`src/tap_defs.svh`:
```
// register offsets, field positions, reset values and limits of the tap detector
// assumes nothing; definitions only
`ifndef TAP_DEFS_SVH
`define TAP_DEFS_SVH
`define ADDR_TAP_CONFIG 8'h21
`define ADDR_TAP_SOURCE 8'h22
`define ADDR_TAP_THS_X 8'h23
`define ADDR_TAP_THS_Y 8'h24
`define ADDR_TAP_THS_Z 8'h25
`define CFG_DBL_ABORT 7
`define CFG_LATCH_EN 6
`define SRC_EVENT_ACTIVE 7
`define SRC_DOUBLE 3
`define RST_TAP_CONFIG 8'h00
`define RST_TAP_SOURCE 8'h00
`define RST_TAP_THS 7'h00
`define RST_BYTE 8'h00
// 4g at 0.063g per step
`define THS_LOW_NOISE_MAX 7'h3F
`endif

```
`src/tap_pkg.sv`:
```
// types shared by the tap detector modules
// assumes tap_defs.svh is available for constants
package tap_pkg;
    typedef logic signed [7:0] accel_t;
    typedef logic [6:0] ths_t;
    typedef logic [7:0] byte_t;
    typedef enum logic [3:0] {
        ST_IDLE = 4'h1,
        ST_LATENCY = 4'h2,
        ST_WINDOW = 4'h4,
        ST_SECOND = 4'h8
    } tap_state_e;
endpackage

```
`src/tap_axis_if.sv`:
```
// carrier between the tap controller and one axis pulse detector
// assumes both ends run on the same clock
`timescale 1ns/1ps
interface tap_axis_if;
    tap_pkg::accel_t accel;
    logic sample_valid;
    tap_pkg::ths_t threshold;
    tap_pkg::byte_t time_limit;
    logic start;
    logic done;
    logic busy;
    logic polarity;
    modport det (input accel, sample_valid, threshold, time_limit, output start, done, busy, polarity);
    modport ctl (output accel, sample_valid, threshold, time_limit, input start, done, busy, polarity);
endinterface

```
`src/tap_axis_detect.sv`:
```
// one-axis pulse detector: finds a pulse above threshold and checks its width
// assumes samples arrive on the controller clock, qualified by sample_valid
`timescale 1ns/1ps
`include "tap_defs.svh"
module tap_axis_detect (
    input wire logic clk,
    input wire logic rst_n,
    tap_axis_if.det bus
);
    import tap_pkg::*;
    logic in_pulse_q, in_pulse_d;
    logic start_q, start_d;
    logic done_q, done_d;
    logic pol_q, pol_d;
    byte_t width_q, width_d;
    byte_t mag;
    logic above;

    // -128 maps to 8'h80, which is the right magnitude when read unsigned
    assign mag = bus.accel[7] ? byte_t'(-bus.accel) : byte_t'(bus.accel);
    assign above = mag > {1'b0, bus.threshold};

    always_comb begin
        in_pulse_d = in_pulse_q;
        width_d = width_q;
        pol_d = pol_q;
        start_d = 1'b0;
        done_d = 1'b0;
        if (bus.sample_valid) begin
            if (!in_pulse_q && above) begin
                in_pulse_d = 1'b1;
                start_d = 1'b1;
                width_d = 8'h01;
                pol_d = bus.accel[7];
            end else if (in_pulse_q && above) begin
                if (width_q != 8'hFF) begin
                    width_d = width_q + 8'h01;
                end
            end else if (in_pulse_q) begin
                in_pulse_d = 1'b0;
                done_d = width_q <= bus.time_limit;
            end
        end
    end

    always_ff @(posedge clk) begin
        if (!rst_n) begin
            in_pulse_q <= 1'b0;
            width_q <= `RST_BYTE;
            pol_q <= 1'b0;
            start_q <= 1'b0;
            done_q <= 1'b0;
        end else begin
            in_pulse_q <= in_pulse_d;
            width_q <= width_d;
            pol_q <= pol_d;
            start_q <= start_d;
            done_q <= done_d;
        end
    end

    assign bus.start = start_q;
    assign bus.done = done_q;
    assign bus.busy = in_pulse_q;
    assign bus.polarity = pol_q;
endmodule

```
`src/tap_pulse_detect_regs.sv`:
```
// tap configuration, thresholds, single/double sequencing and source status
// assumes samples come in 0.063g steps on a fixed 8g scale, on CLOCK
`timescale 1ns/1ps
`include "tap_defs.svh"
// Behaviour
// - abort clear: latency pulses never cancel double
// - abort set: short latency pulse cancels double
// - latch enable holds flags until read
// - six per-axis single/double enables, reset zero
// - report only enabled axis and event type
// - event active bit set by any event
// - axis bits mark the axes that fired
// - double bit: zero single, one double
// - polarity bits: zero positive, one negative
// - latched active flag freezes other status bits
// - source read clears status and interrupt
// - seven-bit thresholds, bit seven reads zero
// - detection starts when magnitude exceeds threshold
// - threshold steps 0.063g on fixed 8g
// - low noise clamps threshold to 4g
// - thresholds reset to zero
// - latency interval ignores pulses after first
module tap_pulse_detect_regs (
    input wire logic CLOCK,
    input wire logic RST_N,
    input wire logic SAMPLE_VALID,
    input wire tap_pkg::accel_t ACCEL_X,
    input wire tap_pkg::accel_t ACCEL_Y,
    input wire tap_pkg::accel_t ACCEL_Z,
    input wire logic LOW_NOISE,
    input wire tap_pkg::byte_t TIME_LIMIT,
    input wire tap_pkg::byte_t LATENCY,
    input wire tap_pkg::byte_t WINDOW,
    input wire tap_pkg::byte_t REG_ADDR,
    input wire logic REG_WR,
    input wire tap_pkg::byte_t REG_WDATA,
    input wire logic REG_RD,
    output tap_pkg::byte_t REG_RDATA,
    output logic INT_TAP
);
    import tap_pkg::*;

    function automatic logic [2:0] tap_enables(input byte_t cfg, input logic dbl);
        tap_enables = dbl ? {cfg[5], cfg[3], cfg[1]} : {cfg[4], cfg[2], cfg[0]};
    endfunction

    function automatic ths_t ths_clamp(input ths_t ths, input logic low_noise);
        ths_clamp = (low_noise && ths > `THS_LOW_NOISE_MAX) ? `THS_LOW_NOISE_MAX : ths;
    endfunction

    byte_t cfg_q, cfg_d;
    byte_t src_q, src_d;
    byte_t rdata_q, rdata_d;
    ths_t ths_q [3];
    ths_t ths_d [3];
    tap_state_e state_q, state_d;
    byte_t cnt_q, cnt_d;
    logic [2:0] cand_q, cand_d;
    logic lat_start_q, lat_start_d;
    logic abort_q, abort_d;

    logic [2:0] sp_en, dp_en, start, done, busy, pol, first;
    accel_t acc [3];
    logic double_tap_abort, flag_latch_enable, src_clear, load;
    logic ev_valid, ev_dbl;
    logic [2:0] ev_axes, ev_pol;

    assign sp_en = tap_enables(cfg_q, 1'b0);
    assign dp_en = tap_enables(cfg_q, 1'b1);
    assign double_tap_abort = cfg_q[`CFG_DBL_ABORT];
    assign flag_latch_enable = cfg_q[`CFG_LATCH_EN];
    assign acc[0] = ACCEL_X;
    assign acc[1] = ACCEL_Y;
    assign acc[2] = ACCEL_Z;

    tap_axis_if ax [3] ();

    for (genvar i = 0; i < 3; i++) begin : g_axis
        assign ax[i].accel = acc[i];
        assign ax[i].sample_valid = SAMPLE_VALID;
        // threshold compares in 0.063g steps on the fixed 8g scale
        assign ax[i].threshold = ths_clamp(ths_q[i], LOW_NOISE);
        assign ax[i].time_limit = TIME_LIMIT;
        assign start[i] = ax[i].start;
        assign done[i] = ax[i].done;
        assign busy[i] = ax[i].busy;
        assign pol[i] = ax[i].polarity;
        tap_axis_detect u_det (
            .clk(CLOCK),
            .rst_n(RST_N),
            .bus(ax[i])
        );
    end

    // a pulse only counts on an axis with at least one event type enabled
    assign first = done & (sp_en | dp_en);

    always_comb begin
        state_d = state_q;
        cnt_d = cnt_q;
        cand_d = cand_q;
        lat_start_d = lat_start_q;
        abort_d = abort_q;
        ev_valid = 1'b0;
        ev_dbl = 1'b0;
        ev_axes = 3'h0;
        ev_pol = 3'h0;
        case (state_q)
            ST_IDLE: begin
                if (|first) begin
                    if (|(first & sp_en)) begin
                        ev_valid = 1'b1;
                        ev_axes = first & sp_en;
                        ev_pol = pol & first & sp_en;
                    end
                    cand_d = first & dp_en;
                    lat_start_d = 1'b0;
                    abort_d = 1'b0;
                    cnt_d = LATENCY;
                    state_d = ST_LATENCY;
                end
            end
            ST_LATENCY: begin
                // pulses here never report; they only feed the abort option
                if (double_tap_abort && |(start & cand_q)) begin
                    lat_start_d = 1'b1;
                end
                if (double_tap_abort && lat_start_q && |(done & cand_q)) begin
                    abort_d = 1'b1;
                end
                if (cnt_q == 8'h00) begin
                    cnt_d = WINDOW;
                    // with abort clear a latency pulse leaves the candidate intact
                    state_d = (abort_d || cand_q == 3'h0) ? ST_IDLE : ST_WINDOW;
                end else if (SAMPLE_VALID) begin
                    cnt_d = cnt_q - 8'h01;
                end
            end
            ST_WINDOW: begin
                if (|(start & cand_q)) begin
                    cand_d = start & cand_q;
                    state_d = ST_SECOND;
                end else if (cnt_q == 8'h00) begin
                    state_d = ST_IDLE;
                end else if (SAMPLE_VALID) begin
                    cnt_d = cnt_q - 8'h01;
                end
            end
            ST_SECOND: begin
                // the second pulse must start inside the window but may end after it
                // a double enable cleared while the sequence runs drops the event
                if (|(done & cand_q & dp_en)) begin
                    ev_valid = 1'b1;
                    ev_dbl = 1'b1;
                    ev_axes = done & cand_q & dp_en;
                    ev_pol = pol & done & cand_q & dp_en;
                    state_d = ST_IDLE;
                end else if (!(|(busy & cand_q))) begin
                    state_d = ST_IDLE;
                end
            end
            default: begin
                state_d = ST_IDLE;
            end
        endcase
    end

    always_ff @(posedge CLOCK) begin
        if (!RST_N) begin
            state_q <= ST_IDLE;
            cnt_q <= `RST_BYTE;
            cand_q <= 3'h0;
            lat_start_q <= 1'b0;
            abort_q <= 1'b0;
        end else begin
            state_q <= state_d;
            cnt_q <= cnt_d;
            cand_q <= cand_d;
            lat_start_q <= lat_start_d;
            abort_q <= abort_d;
        end
    end

    assign src_clear = REG_RD && REG_ADDR == `ADDR_TAP_SOURCE;
    // a new event in the same cycle as the clearing read wins, so it is never lost
    assign load = ev_valid && (!flag_latch_enable || !src_q[`SRC_EVENT_ACTIVE] || src_clear);

    always_comb begin
        src_d = src_q;
        if (load) begin
            src_d = {1'b1, ev_axes, ev_dbl, ev_pol};
        end else if (src_clear) begin
            src_d = `RST_TAP_SOURCE;
        end
    end

    always_comb begin
        cfg_d = cfg_q;
        ths_d = ths_q;
        if (REG_WR) begin
            case (REG_ADDR)
                `ADDR_TAP_CONFIG: cfg_d = REG_WDATA;
                `ADDR_TAP_THS_X: ths_d[0] = REG_WDATA[6:0];
                `ADDR_TAP_THS_Y: ths_d[1] = REG_WDATA[6:0];
                `ADDR_TAP_THS_Z: ths_d[2] = REG_WDATA[6:0];
                default: begin
                end
            endcase
        end
    end

    always_comb begin
        rdata_d = rdata_q;
        if (REG_RD) begin
            case (REG_ADDR)
                `ADDR_TAP_CONFIG: rdata_d = cfg_q;
                `ADDR_TAP_SOURCE: rdata_d = src_q;
                `ADDR_TAP_THS_X: rdata_d = {1'b0, ths_q[0]};
                `ADDR_TAP_THS_Y: rdata_d = {1'b0, ths_q[1]};
                `ADDR_TAP_THS_Z: rdata_d = {1'b0, ths_q[2]};
                default: rdata_d = `RST_BYTE;
            endcase
        end
    end

    always_ff @(posedge CLOCK) begin
        if (!RST_N) begin
            cfg_q <= `RST_TAP_CONFIG;
            src_q <= `RST_TAP_SOURCE;
            rdata_q <= `RST_BYTE;
            ths_q[0] <= `RST_TAP_THS;
            ths_q[1] <= `RST_TAP_THS;
            ths_q[2] <= `RST_TAP_THS;
        end else begin
            cfg_q <= cfg_d;
            src_q <= src_d;
            rdata_q <= rdata_d;
            ths_q <= ths_d;
        end
    end

    assign REG_RDATA = rdata_q;
    // the interrupt is the active flag itself, so a clearing read drops both together
    assign INT_TAP = src_q[`SRC_EVENT_ACTIVE];
endmodule

```
`config.mk`:
```
export PLATFORM = sky130hd
export DESIGN_NAME = tap_pulse_detect_regs
export DESIGN_NICKNAME = d
export VERILOG_FILES = /design/src/tap_pkg.sv /design/src/tap_axis_if.sv /design/src/tap_axis_detect.sv /design/src/tap_pulse_detect_regs.sv
export VERILOG_INCLUDE_DIRS = /design/src
export SDC_FILE = /design/constraint.sdc
export NUM_CORES = 1
export LEC_CHECK = 0
export ABC_CLOCK_PERIOD_IN_PS = 2500
export BUFFER_PORTS_ARGS = -buffer_cell sky130_fd_sc_hd__clkbuf_2
export CORE_ASPECT_RATIO = 0.75
export CORE_UTILIZATION = 41
export DETAILED_ROUTE_END_ITERATION = 8
export HOLD_SLACK_MARGIN = 0.03
export PLACE_DENSITY = 0.73
export SLEW_MARGIN = 20
export SYNTH_ARGS = -nofsm -noshare
export SYNTH_HDL_FRONTEND = slang
export SYNTH_SLANG_ARGS = --single-unit
```
`constraint.sdc`:
```
create_clock -name CLOCK -period 2.5 [get_ports CLOCK]
set_clock_uncertainty 0.1 [all_clocks]
set_input_delay 0.125 -clock CLOCK [delete_from_list [all_inputs] [get_ports CLOCK]]
set_output_delay 0.125 -clock CLOCK [all_outputs]
set_load 0.05 [all_outputs]
```
---- Word level (Yosys, flattened, before mapping) ----
Index checks and enable logic that the tools add are counted.
storage, ports and cells
  input port bits ......................... 70
  register bits ........................... 98
  output and inout bits ................... 9
  memory bits (writable) .................. 0
  word-level logic and storage cells ...... 208
  memories kept ........................... 0
  memory bits (read-only) ................. 0
  latch bits .............................. 0
operators by class
  equal/unequal tests ..................... 23
  order comparisons ....................... 9
  bitwise operators ....................... 18
  divide/modulo/power cells ............... 0
  shift-type cells ........................ 0
  $add $sub $neg .......................... 7
  reductions and logical operators ........ 62
  $mul .................................... 0
  mux-type cells .......................... 63
operators by type and width
  cell                                                                    number
  8-bit 2-to-1 mux                                                        19
  8-bit by 6-bit equality test with 1-bit output (second input constant)  5
  8-bit one-hot mux with 5 select lines                                   1
  3-bit bitwise AND                                                       12
  3-bit 2-to-1 mux                                                        9
  8-bit by 1-bit adder with 8-bit output (second input constant)          3
  8-bit by 7-bit > comparator with 1-bit output                           3
  8-bit <= comparator                                                     3
  4-bit 2-to-1 mux                                                        6
  8-bit inequality test (second input constant)                           3
  8-bit negation                                                          3
  8-bit one-hot mux with 3 select lines                                   1
  2-bit AND reduction                                                     12
  7-bit by 6-bit > comparator with 1-bit output (second input constant)   3
  7-bit 2-to-1 mux                                                        3
  3-bit one-hot mux with 2 select lines                                   3
  2-bit nonzero test                                                      9
  3-bit OR reduction                                                      6
  1-bit 2-to-1 mux                                                        17
  4-bit one-hot mux with 4 select lines                                   1
  3-bit AND reduction                                                     5
  5-bit OR reduction                                                      3
  1-bit logical AND                                                       14
  2-bit inequality test (second input constant)                           6
  other kinds (16)                                                        32

---- Longest topological paths before layout ----
Gate-level depths: netlist of run 1.
  word-level depth ........................ 9
  depth in mapped cells ................... 13
  mapped depth without buffers ............ 12

---- Modules after synthesis ----
Synthesis of run 1 repeated with hierarchy kept, for this count alone.
second synthesis, totals
  cell total of the unflattened synthesis .. 834
  area, all modules ....................... 6701.4 um2
modules (own cells, without submodules)
  module                                  area each (um2)  sequential area each (um2)  times used  cells an instance
  tap_pulse_detect_regs                   3377.0           1241.2                      1           400
  tap_axis_detect at g_axis[0].u_det ...  1106.1           240.2                       2           144
  tap_axis_detect at g_axis[2].u_det      1112.3           240.2                       1           146

---- Least setup slack after synthesis of run 1 ----
Ideal clock, no wire load.
  path type ............................... input -> register
  start ................................... input ACCEL_Z[0]
  end ..................................... register g_axis[2].u_det.width_q[7]
  setup time .............................. 78 ps
  data arrival time ....................... 2490 ps
  buffers on the path ..................... 1
  path slack .............................. -168 ps
  stages .................................. 11
  required time ........................... 2322 ps
  cells stage by stage .................... or3_1 o31ai_1 xnor2_1 ha_1 and4_1 o21a_1 o41ai_1 a21boi_1 buf_2 a21boi_0 nor3_1
on the way
  word-level cells in the longest chain between the ends .. 6
ends and longest elaborated chain
  element                                            RTL line                                      text
  start, declared                                    tap_pulse_detect_regs.sv:29                   input wire tap_pkg::accel_t ACCEL_Z,
  8-bit negation                                     tap_axis_detect.sv:20                         assign mag = bus.accel[7] ? byte_t'(-bus.accel) : byte_t'(bus.accel);
  8-bit 2-to-1 mux (*)                               tap_axis_detect.sv:20
  8-bit by 7-bit > comparator with 1-bit output (*)  tap_axis_detect.sv:21                         assign above = mag > {1'b0, bus.threshold};
  1-bit logical AND (on tied branches)               tap_axis_detect.sv:35, tap_axis_detect.sv:30
  2-bit nonzero test (no source line)                n/a
  3-bit AND reduction (no source line)               n/a
  end signal, assigned                               tap_axis_detect.sv:49                         width_q <= `RST_BYTE;
  end signal, assigned                               tap_axis_detect.sv:55                         width_q <= width_d;
  end, declared                                      tap_axis_detect.sv:15                         byte_t width_q, width_d;
Every way passes the cells marked *; elsewhere a longest branch is shown, timed or not.
A chain may end at the register's enable or synchronous reset.

---- Worst setup path in the final report of run 1 ----
  start ................................... register ths_q[13] (netlist name)
  end ..................................... register g_axis[1].u_det.width_q[3]
on the way
  word-level cells in the longest chain between the ends .. 7
ends and longest elaborated chain
  element                                                         RTL line                                      text
  start, declared                                                 tap_pulse_detect_regs.sv:54                   ths_t ths_q [3];
  start signal, assigned                                          tap_pulse_detect_regs.sv:238                  ths_q <= ths_d;
  7-bit by 6-bit > comparator with 1-bit output (no source line)  n/a
  1-bit logical AND (no source line)                              n/a
  7-bit 2-to-1 mux (*)                                            tap_pulse_detect_regs.sv:48                   ths_clamp = (low_noise && ths > `THS_LOW_NOISE_MAX) ? `THS_LOW_NOISE_MAX : ths;
  8-bit by 7-bit > comparator with 1-bit output (*)               tap_axis_detect.sv:21
  1-bit logical AND (on tied branches)                            tap_axis_detect.sv:35, tap_axis_detect.sv:30
  2-bit nonzero test (no source line)                             n/a
  3-bit AND reduction (no source line)                            n/a
  end signal, assigned                                            tap_axis_detect.sv:49
  end signal, assigned                                            tap_axis_detect.sv:55
  end, declared                                                   tap_axis_detect.sv:15
Marked as above.

==> metrics, run 1 <==
GRT Util Overall 0.223; Worst setup SP type register; Yosys top cell by area dfxtp_1; Pwr per Cell Area 511 nW/µm²; DRT Wirelength 17.8 mm; Yosys top cell area share 0.307; Vias/cell 5.68; row count 39; root buf cell clkbuf_16; PortBufs 78; worst slew pin tran 0.622 ns; met1 WL 9.00 mm; CTS H-Tree Depth 3; fill count 1440; Residual DRC 0; RSZ-0062 raised after global routing true; fin cells 1118; Hold Fails Final Rpt 0; Setup crit end kind register; synth warn 0; DP Worst Slack -0.384 ns; Cell Area, Synth 6390 µm²; Die Width 146 µm; first-pass GRT wire length 28.8 mm; length of routed met3 wiring 1.17 mm; initial antenna violation count 0; max layer used met4; Area contributors post-synth dfxtp_1 31%, ha_1 10%, mux2i_1 6.7%; DRT Pass-1 Iters 5; asr flop ratio synth 0; Top FF cell, synth dfxtp_1; footprint of the multi-input gates 4370 µm²; CTS Buf Count 9; Critical Path AT 2.67 ns; die area 16100 µm²; LEAKAGE 3.35 nW; maximum root-to-sink buffer count 2; wire length per cell 15.9 µm; Initial DRC Count 549; FMAX 400 MHz; area delta synth->final 25.4%; max_cap viols 0; Synth Area per Inst 8.18 µm²; Final Max Tran Viols 0; hpwl dp 13.2 mm; final net count 1030; Power Total 0.00410 W; # setup viols final 0; EDFF count, synth 0; Via Count 6355; Top Ports 79; VDD IR max 0.387 mV; syn_nets 903; Final Critical Period 2.50 ns; n_diodes 0; effective utilization at floorplan 0.420; clock slew at reported path FFs 0.08 ns; register area share after synthesis 0.307; final hold slack 0.0321 ns; status finished, final reports clean; CORE AREA 15200 µm²; placed insts 1090; Rel. slew slack 0.580; maximum fanout along the worst path 7; reg-to-reg slack, setup 0.001 ns; vias in the first global route 5824; CTS tree done; synth unique cells 69; Final period util 1.00; Setup WS post-layout 0.00121 ns; clk_lat worst skew 0.36 ns; gpl congestion 0.912; Hold Crit Class in -> reg; ANT nets after route 0; metal2 WL 7.47 mm; Reg area 1960 µm²; largest net degree at the start of global routing 68; Yosys reg bits 98; Mapped Cells 781; Die Span Y 110 µm; grt total ovfl 0; CP required 2.67 ns; critical path class reg -> reg; share of layout cells above drive strength 1 0.219; CTS sink count 98
what timing repair did:
action	in CTS	in global routing
cloned	0	0
gates resized for setup	7	34
pin swaps	0	15
setup endpoints to repair	11	25
hold buffers	12	0
hold endpoints to repair	34	0
setup buffers	0	2
worst paths after layout:
kind                             start                                   endpoint  cells past startpoint
max             ths_q[13]$_SDFFE_PN0P_    g_axis[1].u_det.width_q[3]$_SDFFE_PN0P_                     12
min                         ACCEL_Y[7]  g_axis[1].u_det.bus.polarity$_SDFFE_PN0P_                      3
max reg2reg     ths_q[13]$_SDFFE_PN0P_    g_axis[1].u_det.width_q[3]$_SDFFE_PN0P_                     12
min reg2reg  REG_RDATA[7]$_SDFFE_PN0P_                  REG_RDATA[7]$_SDFFE_PN0P_                      2
registers in the layout, summed over array words and instances (netlist names):
signal,flops
g_axis.u_det.width_q,24
ths_q,21
REG_RDATA,8
cfg_q,8
cnt_q,8
src_q,8
state_q,4
cand_q,3
g_axis.u_det.bus.busy,3
g_axis.u_det.bus.done,3
g_axis.u_det.bus.polarity,3
g_axis.u_det.bus.start,3
abort_q,1
lat_start_q,1
critical path: stages (launching register included):
cell and delay, ns:
dfxtp_2 0.32, and2_4 0.17, buf_4 0.11, nor2_1 0.03, ha_1 0.30, nor2b_1 0.15
o211ai_1 0.22, a211oi_2 0.10, buf_4 0.16, o21a_4 0.21, buf_6 0.13, and3_4 0.18
nor4_4 0.25
area by class of cell:
cell class | instances | share of cell area
multi-input combinational | 622 | 0.546
sequential | 98 | 0.245
timing repair buffer | 151 | 0.125
tap | 205 | 0.0320
clock buffer | 9 | 0.0281
inverter | 26 | 0.0122
clock inverter | 7 | 0.0116
routing by layer:
layer	vias to the layer above	global-route usage
met5	-	0
met4	0	0.0551
met3	11	0.0387
met2	210	0.337
met1	2979	0.327
li1	3155	-
layout by cell type, fill, tap and decap left out, types with 4 or more instances in the layout:
master	count
a211oi_1	15
a21boi_0	4
a21boi_1	4
a21o_1	11
a21oi_1	40
a221oi_1	6
a222oi_1	5
a22oi_1	4
a31oi_1	10
a32o_1	4
a32oi_1	4
and3_1	13
buf_4	56
clkbuf_16	9
clkbuf_2	78
dfxtp_1	97
dlygate4sd3_1	12
ha_1	51
inv_1	25
mux2i_1	43
nand2_1	58
nand2b_1	17
nand3_1	20
nand3b_1	10
nand4_1	13
nor2_1	98
nor2b_1	11
nor3_1	11
nor3b_1	6
nor4_1	6
o21a_1	10
o21ai_0	38
o22ai_1	7
or2_2	5
or3_1	5
xnor2_1	17
report_power, final:
| part | total, W | internal, W | switching [W] |
|---|---|---|---|
| Clock | 0.00150 | 0.000806 | 0.000694 |
| Sequential | 0.00165 | 0.00160 | 0.0000517 |
| Combinational | 0.000945 | 0.000436 | 0.000509 |
| Total | 0.00410 | 0.00284 | 0.00125 |
cells by family after synthesis:
| family | Yosys count | share of synthesized area |
|---|---|---|
| compound gates | 202 | 0.215 |
| xor+xnor | 17 | 0.0233 |
| fa+ha+maj | 52 | 0.102 |
| buf+inv | 61 | 0.0368 |
| flops | 98 | 0.307 |
| mux | 44 | 0.0691 |
| simple gates | 307 | 0.247 |
cells in the mapped netlist (all sizes together) (4+ instances only):
cell / n
a211oi: 16
o22ai: 8
nand4: 13
nor3b: 6
nor4: 7
clkbuf: 30
o21ai: 40
nand3b: 10
a21boi: 9
a222oi: 5
o21a: 11
a22oi: 4
o31ai: 4
nand3: 22
and4: 4
inv: 26
nor4b: 4
xnor2: 17
a221oi: 6
nor2b: 12
nor3: 11
ha: 52
nand2: 59
a21oi: 41
nor2: 99
a32o: 4
a32oi: 4
a21o: 11
dfxtp: 98
buf: 5
nand2b: 17
or4b: 6
or3: 6
or2: 6
mux2i: 43
and3: 14
a31oi: 10
and2: 5
per-stage QoR:
stage | utilization | area [µm²] | TNS (ns)
6_report | 0.526 | 8010 | 0
5_1_grt | 0.526 | 8010 | -0.176
3_5_place_dp | 0.487 | 7410 | -5.48
4_1_cts | 0.517 | 7870 | 0
2_1_floorplan | - | 6410 | 0
3_3_place_gp | 0.487 | 7410 | -3.56
Power figures use the tool's default switching activity.
==> run 2: changes to the inputs <==
- CELL_PAD_IN_SITES_DETAIL_PLACEMENT: unset -> 1
- CELL_PAD_IN_SITES_GLOBAL_PLACEMENT: unset -> 2
- CORE_UTILIZATION: 41 -> 32
- PLACE_DENSITY: 0.73 -> 0.88
==> metrics, run 2 (same netlist as run 1, synthesis figures left out) <==
maximum root-to-sink buffer count 2; delay-heaviest family, CP compound AO/OA/AOI/OAI gates; final net count 1040; CP required 2.68 ns; Rel. slew slack 0.468; CP peak stage delay 0.32 ns; worst-path cell chain and2_4 > buf_6 > nor2_2 > ha_1 > a21o_1 > a21oi_2 > o22ai_4 > o21a_4 > buf_4 > buf_4 > mux2i_1 > nor3_1; CTS sink count 98; effective utilization at floorplan 0.329; LEAKAGE 3.42 nW; share of layout cells above drive strength 1 0.244; Buf/Inv on CP 3; Hold Fails Final Rpt 0; final setup TNS 0 ns; CTS tree done; PortBufs 78; grt total ovfl 0; slowest CP cell dfxtp_2; # setup viols final 0; Hold Crit Class in -> reg; Pwr per Cell Area 503 nW/µm²; root buf cell clkbuf_16; dpl cell area 7510 µm²; Power Total 0.00411 W; Residual DRC 0; first-pass GRT wire length 33.9 mm; Top Ports 79; Via Count 6498; ANT nets after route 0; hpwl dp 16.3 mm; gpl congestion 0.838; Final period util 0.973; clock slew at reported path FFs 0.08 ns; row count 44; area delta synth->final 28.0%; CP most frequent cell buf_4; n_diodes 0; DRT Wirelength 21.6 mm; max reg flops 24; Die Span Y 124 µm; critical path class reg -> reg; placed insts 1144; VDD IR max 0.290 mV; Initial DRC Count 475; most frequent cells in the layout 97 x dfxtp_1, 92 x nor2_1, 78 x clkbuf_2, 68 x buf_4, 58 x nand2_1; die area 20500 µm²; Die Width 165 µm; CTS Buf Count 9; status finished, final reports clean; Vias/cell 5.53; max_cap viols 0; DRT Pass-1 Iters 5; Final Instance Area 8180 µm²; Reg with most FFs g_axis.u_det.width_q; Final Critical Period 2.43 ns; maximum fanout along the worst path 5; worst slew pin tran 0.790 ns; final hold slack 0.0457 ns; Worst setup SP type register; Setup crit end kind register; initial antenna violation count 1; wire length per cell 18.3 µm; most common cell after layout, fill and taps aside dfxtp_1; fin cells 1176; CORE AREA 19400 µm²; clk_lat worst skew 0.36 ns; largest net degree at the start of global routing 68; GRT Util Overall 0.208; vias in the first global route 6469; RSZ-0062 raised after global routing true; Largest regs g_axis.u_det.width_q x24, ths_q x21; Critical Path AT 2.61 ns; CTS H-Tree Depth 3; FMAX 411 MHz; Final Max Tran Viols 0
run 2: where the power goes:
group          leakage, nW  switching [W]  internal (W)
logic                 2.47       0.000547      0.000461
registers            0.793      0.0000553       0.00160
clock network        0.150       0.000735      0.000716
run 2: area by class of cell:
type	count	area (µm²)
tap	253	317
sequential	98	1960
fill	2344	11300
clock buffer	9	225
multi-input combinational	622	4430
inverter	26	97.6
timing repair buffer	161	1060
clock inverter	7	81.3
run 2: through the flow:
| step | utilization | setup WS, ns |
|---|---|---|
| floorplan | - | 0.00560 |
| global placement | 0.386 | -0.332 |
| detailed placement | 0.386 | -0.406 |
| CTS | 0.410 | 0.00292 |
| global route | 0.421 | -0.0553 |
| finish | 0.421 | 0.0683 |
run 2: worst paths after layout:
path	startpoint	to	slack [ns]	cells after the start
hold / removal	LATENCY[5]	cnt_q[5]$_SDFFE_PN0P_	0.05	3
hold reg to reg	src_q[4]$_SDFFE_PN0P_	src_q[4]$_SDFFE_PN0P_	0.37	1
setup reg to reg	ths_q[13]$_SDFFE_PN0P_	g_axis[1].u_det.width_q[2]$_SDFFE_PN0P_	0.07	12
setup / recovery	ths_q[13]$_SDFFE_PN0P_	g_axis[1].u_det.width_q[2]$_SDFFE_PN0P_	0.07	12
run 2: routing by layer:
metal,global-route usage,up-vias,part of all wire
met4,0.0378,0,0.0064
met3,0.0263,13,0.041
met5,0,-,0
li1,-,3171,-
met1,0.315,3180,0.53
met2,0.313,134,0.42
run 2: what timing repair did:
action | CTS | global route
pin swaps | 2 | 13
hold endpoints to repair | 33 | 0
hold buffers | 12 | 0
gates resized for setup | 9 | 46
setup endpoints to repair | 13 | 28
setup buffers | 1 | 3
run 2: worst min-delay path, cell delays in order:
cell	delay (ns)
clkbuf_2	0.08
a222oi_1	0.08
o22ai_1	0.16
==> run 3: changes to the inputs <==
- ABC_CLOCK_PERIOD_IN_PS: 2500 -> 2000
- clock period: 2.5 -> 2 ns (I/O delays scaled with it)
==> metrics, run 3 (same netlist as run 1, synthesis figures left out) <==
Critical Path AT 2.61 ns; CORE AREA 19400 µm²; Die Span Y 124 µm; most common cell after layout, fill and taps aside buf_4; DRT Wirelength 25.9 mm; Hold Crit Class in -> reg; hpwl dp 17.2 mm; worst slew pin tran 0.523 ns; CTS H-Tree Depth 3; status finished, violations left; Final Critical Period 2.44 ns; Worst setup SP type register; Top Ports 79; worst setup path start ths_q[13]$_SDFFE_PN0P_; PortBufs 78; row count 44; GRT Util Overall 0.241; die area 20500 µm²; final hold slack 0.0480 ns; slowest CP cell dfxtp_2; worst hold start LATENCY[5]; # setup viols final 39; Final Max Tran Viols 0; Rel. slew slack 0.648; CTS sink count 98; vias in the first global route 7147; ANT nets after route 0; Die Width 165 µm; critical path class reg -> reg; share of layout cells above drive strength 1 0.378; first-pass GRT wire length 38.6 mm; Hold Fails Final Rpt 0; final setup TNS -10.94 ns; worst-path cell chain and2_4 > buf_4 > nor2_2 > ha_1 > a21o_1 > a21oi_2 > o22ai_4 > o21a_2 > buf_12 > and3_1 > nor4_2; gpl congestion 0.820; Pwr per Cell Area 586 nW/µm²; fin util 0.491; most frequent cells in the layout 118 x buf_4, 89 x dfxtp_1, 83 x nor2_1, 77 x clkbuf_2, 56 x nand2_1; largest net degree at the start of global routing 51; maximum fanout along the worst path 5; LEAKAGE 3.98 nW; failing checks negative setup slack; Final period util 1.22; CP peak stage delay 0.32 ns; RSZ-0062 raised after global routing true; effective utilization at floorplan 0.329; root buf cell clkbuf_16; max_cap viols 0; final net count 1115; FMAX 410 MHz; Residual DRC 0; CTS Buf Count 9; DRT Pass-1 Iters 5; Power Total 0.00559 W; CP required 2.18 ns; fill count 2256; initial antenna violation count 0; Setup WS post-layout -0.438 ns; max reg flops 24; Reg with most FFs g_axis.u_det.width_q; n_diodes 0; reg2reg start ths_q[13]$_SDFFE_PN0P_; Largest regs g_axis.u_det.width_q x24, ths_q x21; Setup crit end kind register; clk_lat worst skew 0.36 ns; clock slew at reported path FFs 0.07 ns; wire length per cell 20.7 µm; area delta synth->final 49.4%; Vias/cell 5.64; CTS tree done; VDD IR max 0.398 mV; maximum root-to-sink buffer count 2; Initial DRC Count 407; grt total ovfl 0; Via Count 7055
-- run 3: where the power goes --
part	leakage, nW	total (W)	internal (W)	switching (W)
clock	0.138	0.00180	0.000971	0.000826
combinational	3.05	0.00173	0.000837	0.000892
sequential	0.797	0.00207	0.00200	0.0000646
total	3.98	0.00559	0.00381	0.00178
-- run 3: what timing repair did --
action / in CTS / in global routing
gates resized for setup: 89 / 99
cloned: 0 / 1
hold buffers: 11 / 0
pin swaps: 29 / 63
setup endpoints to repair: 50 / 57
buffers inserted: 21 / 17
endpoints found under the hold margin: 30 / 0
-- run 3: critical path, delay by kind of cell (launching register included) --
| kind | cells | cell delay (ns) |
|---|---|---|
| buffers and inverters | 2 | 0.29 |
| adders and majority gates | 1 | 0.27 |
| DFF | 1 | 0.32 |
| AOI/OAI and AO/OA | 4 | 0.75 |
| and+or+nand+nor | 4 | 0.64 |
-- run 3: final timing paths --
path | endpoint | slack, ns | depth (start not counted)
setup / recovery | g_axis[1].u_det.width_q[3]$_SDFFE_PN0P_ | -0.44 | 11
hold / removal | cnt_q[5]$_SDFFE_PN0P_ | 0.05 | 3
setup reg to reg | g_axis[1].u_det.width_q[3]$_SDFFE_PN0P_ | -0.44 | 11
hold reg to reg | REG_RDATA[7]$_SDFFE_PN0P_ | 0.38 | 2
-- run 3: layer usage --
layer | vias up | routed length (µm) | track usage
li1 | 3310 | - | -
met1 | 3533 | 11900 | 0.332
met2 | 190 | 12400 | 0.383
met3 | 22 | 1250 | 0.0473
met4 | 0 | 292 | 0.0518
met5 | - | 0 | 0
-- run 3: per-stage QoR --
step                cell area (µm²)  setup WS, ns  cells
floorplan                      6560        -0.368    781
global placement               8060        -0.648   1196
detailed placement             8060        -0.775   1196
CTS                            9040        -0.344   1240
global route                   9550        -0.507   1251
finish                         9550        -0.438   1251
-- run 3: layout make-up --
type,instances,area (µm²),area share
Clock inverter,3,40.0,0.00419
Sequential cell,98,1980,0.207
Inverter,26,97.6,0.0102
Clock buffer,13,240,0.0252
Multi-Input combinational cell,622,5100,0.535
Timing Repair Buffer,236,1770,0.186
Tap cell,253,317,0.0332
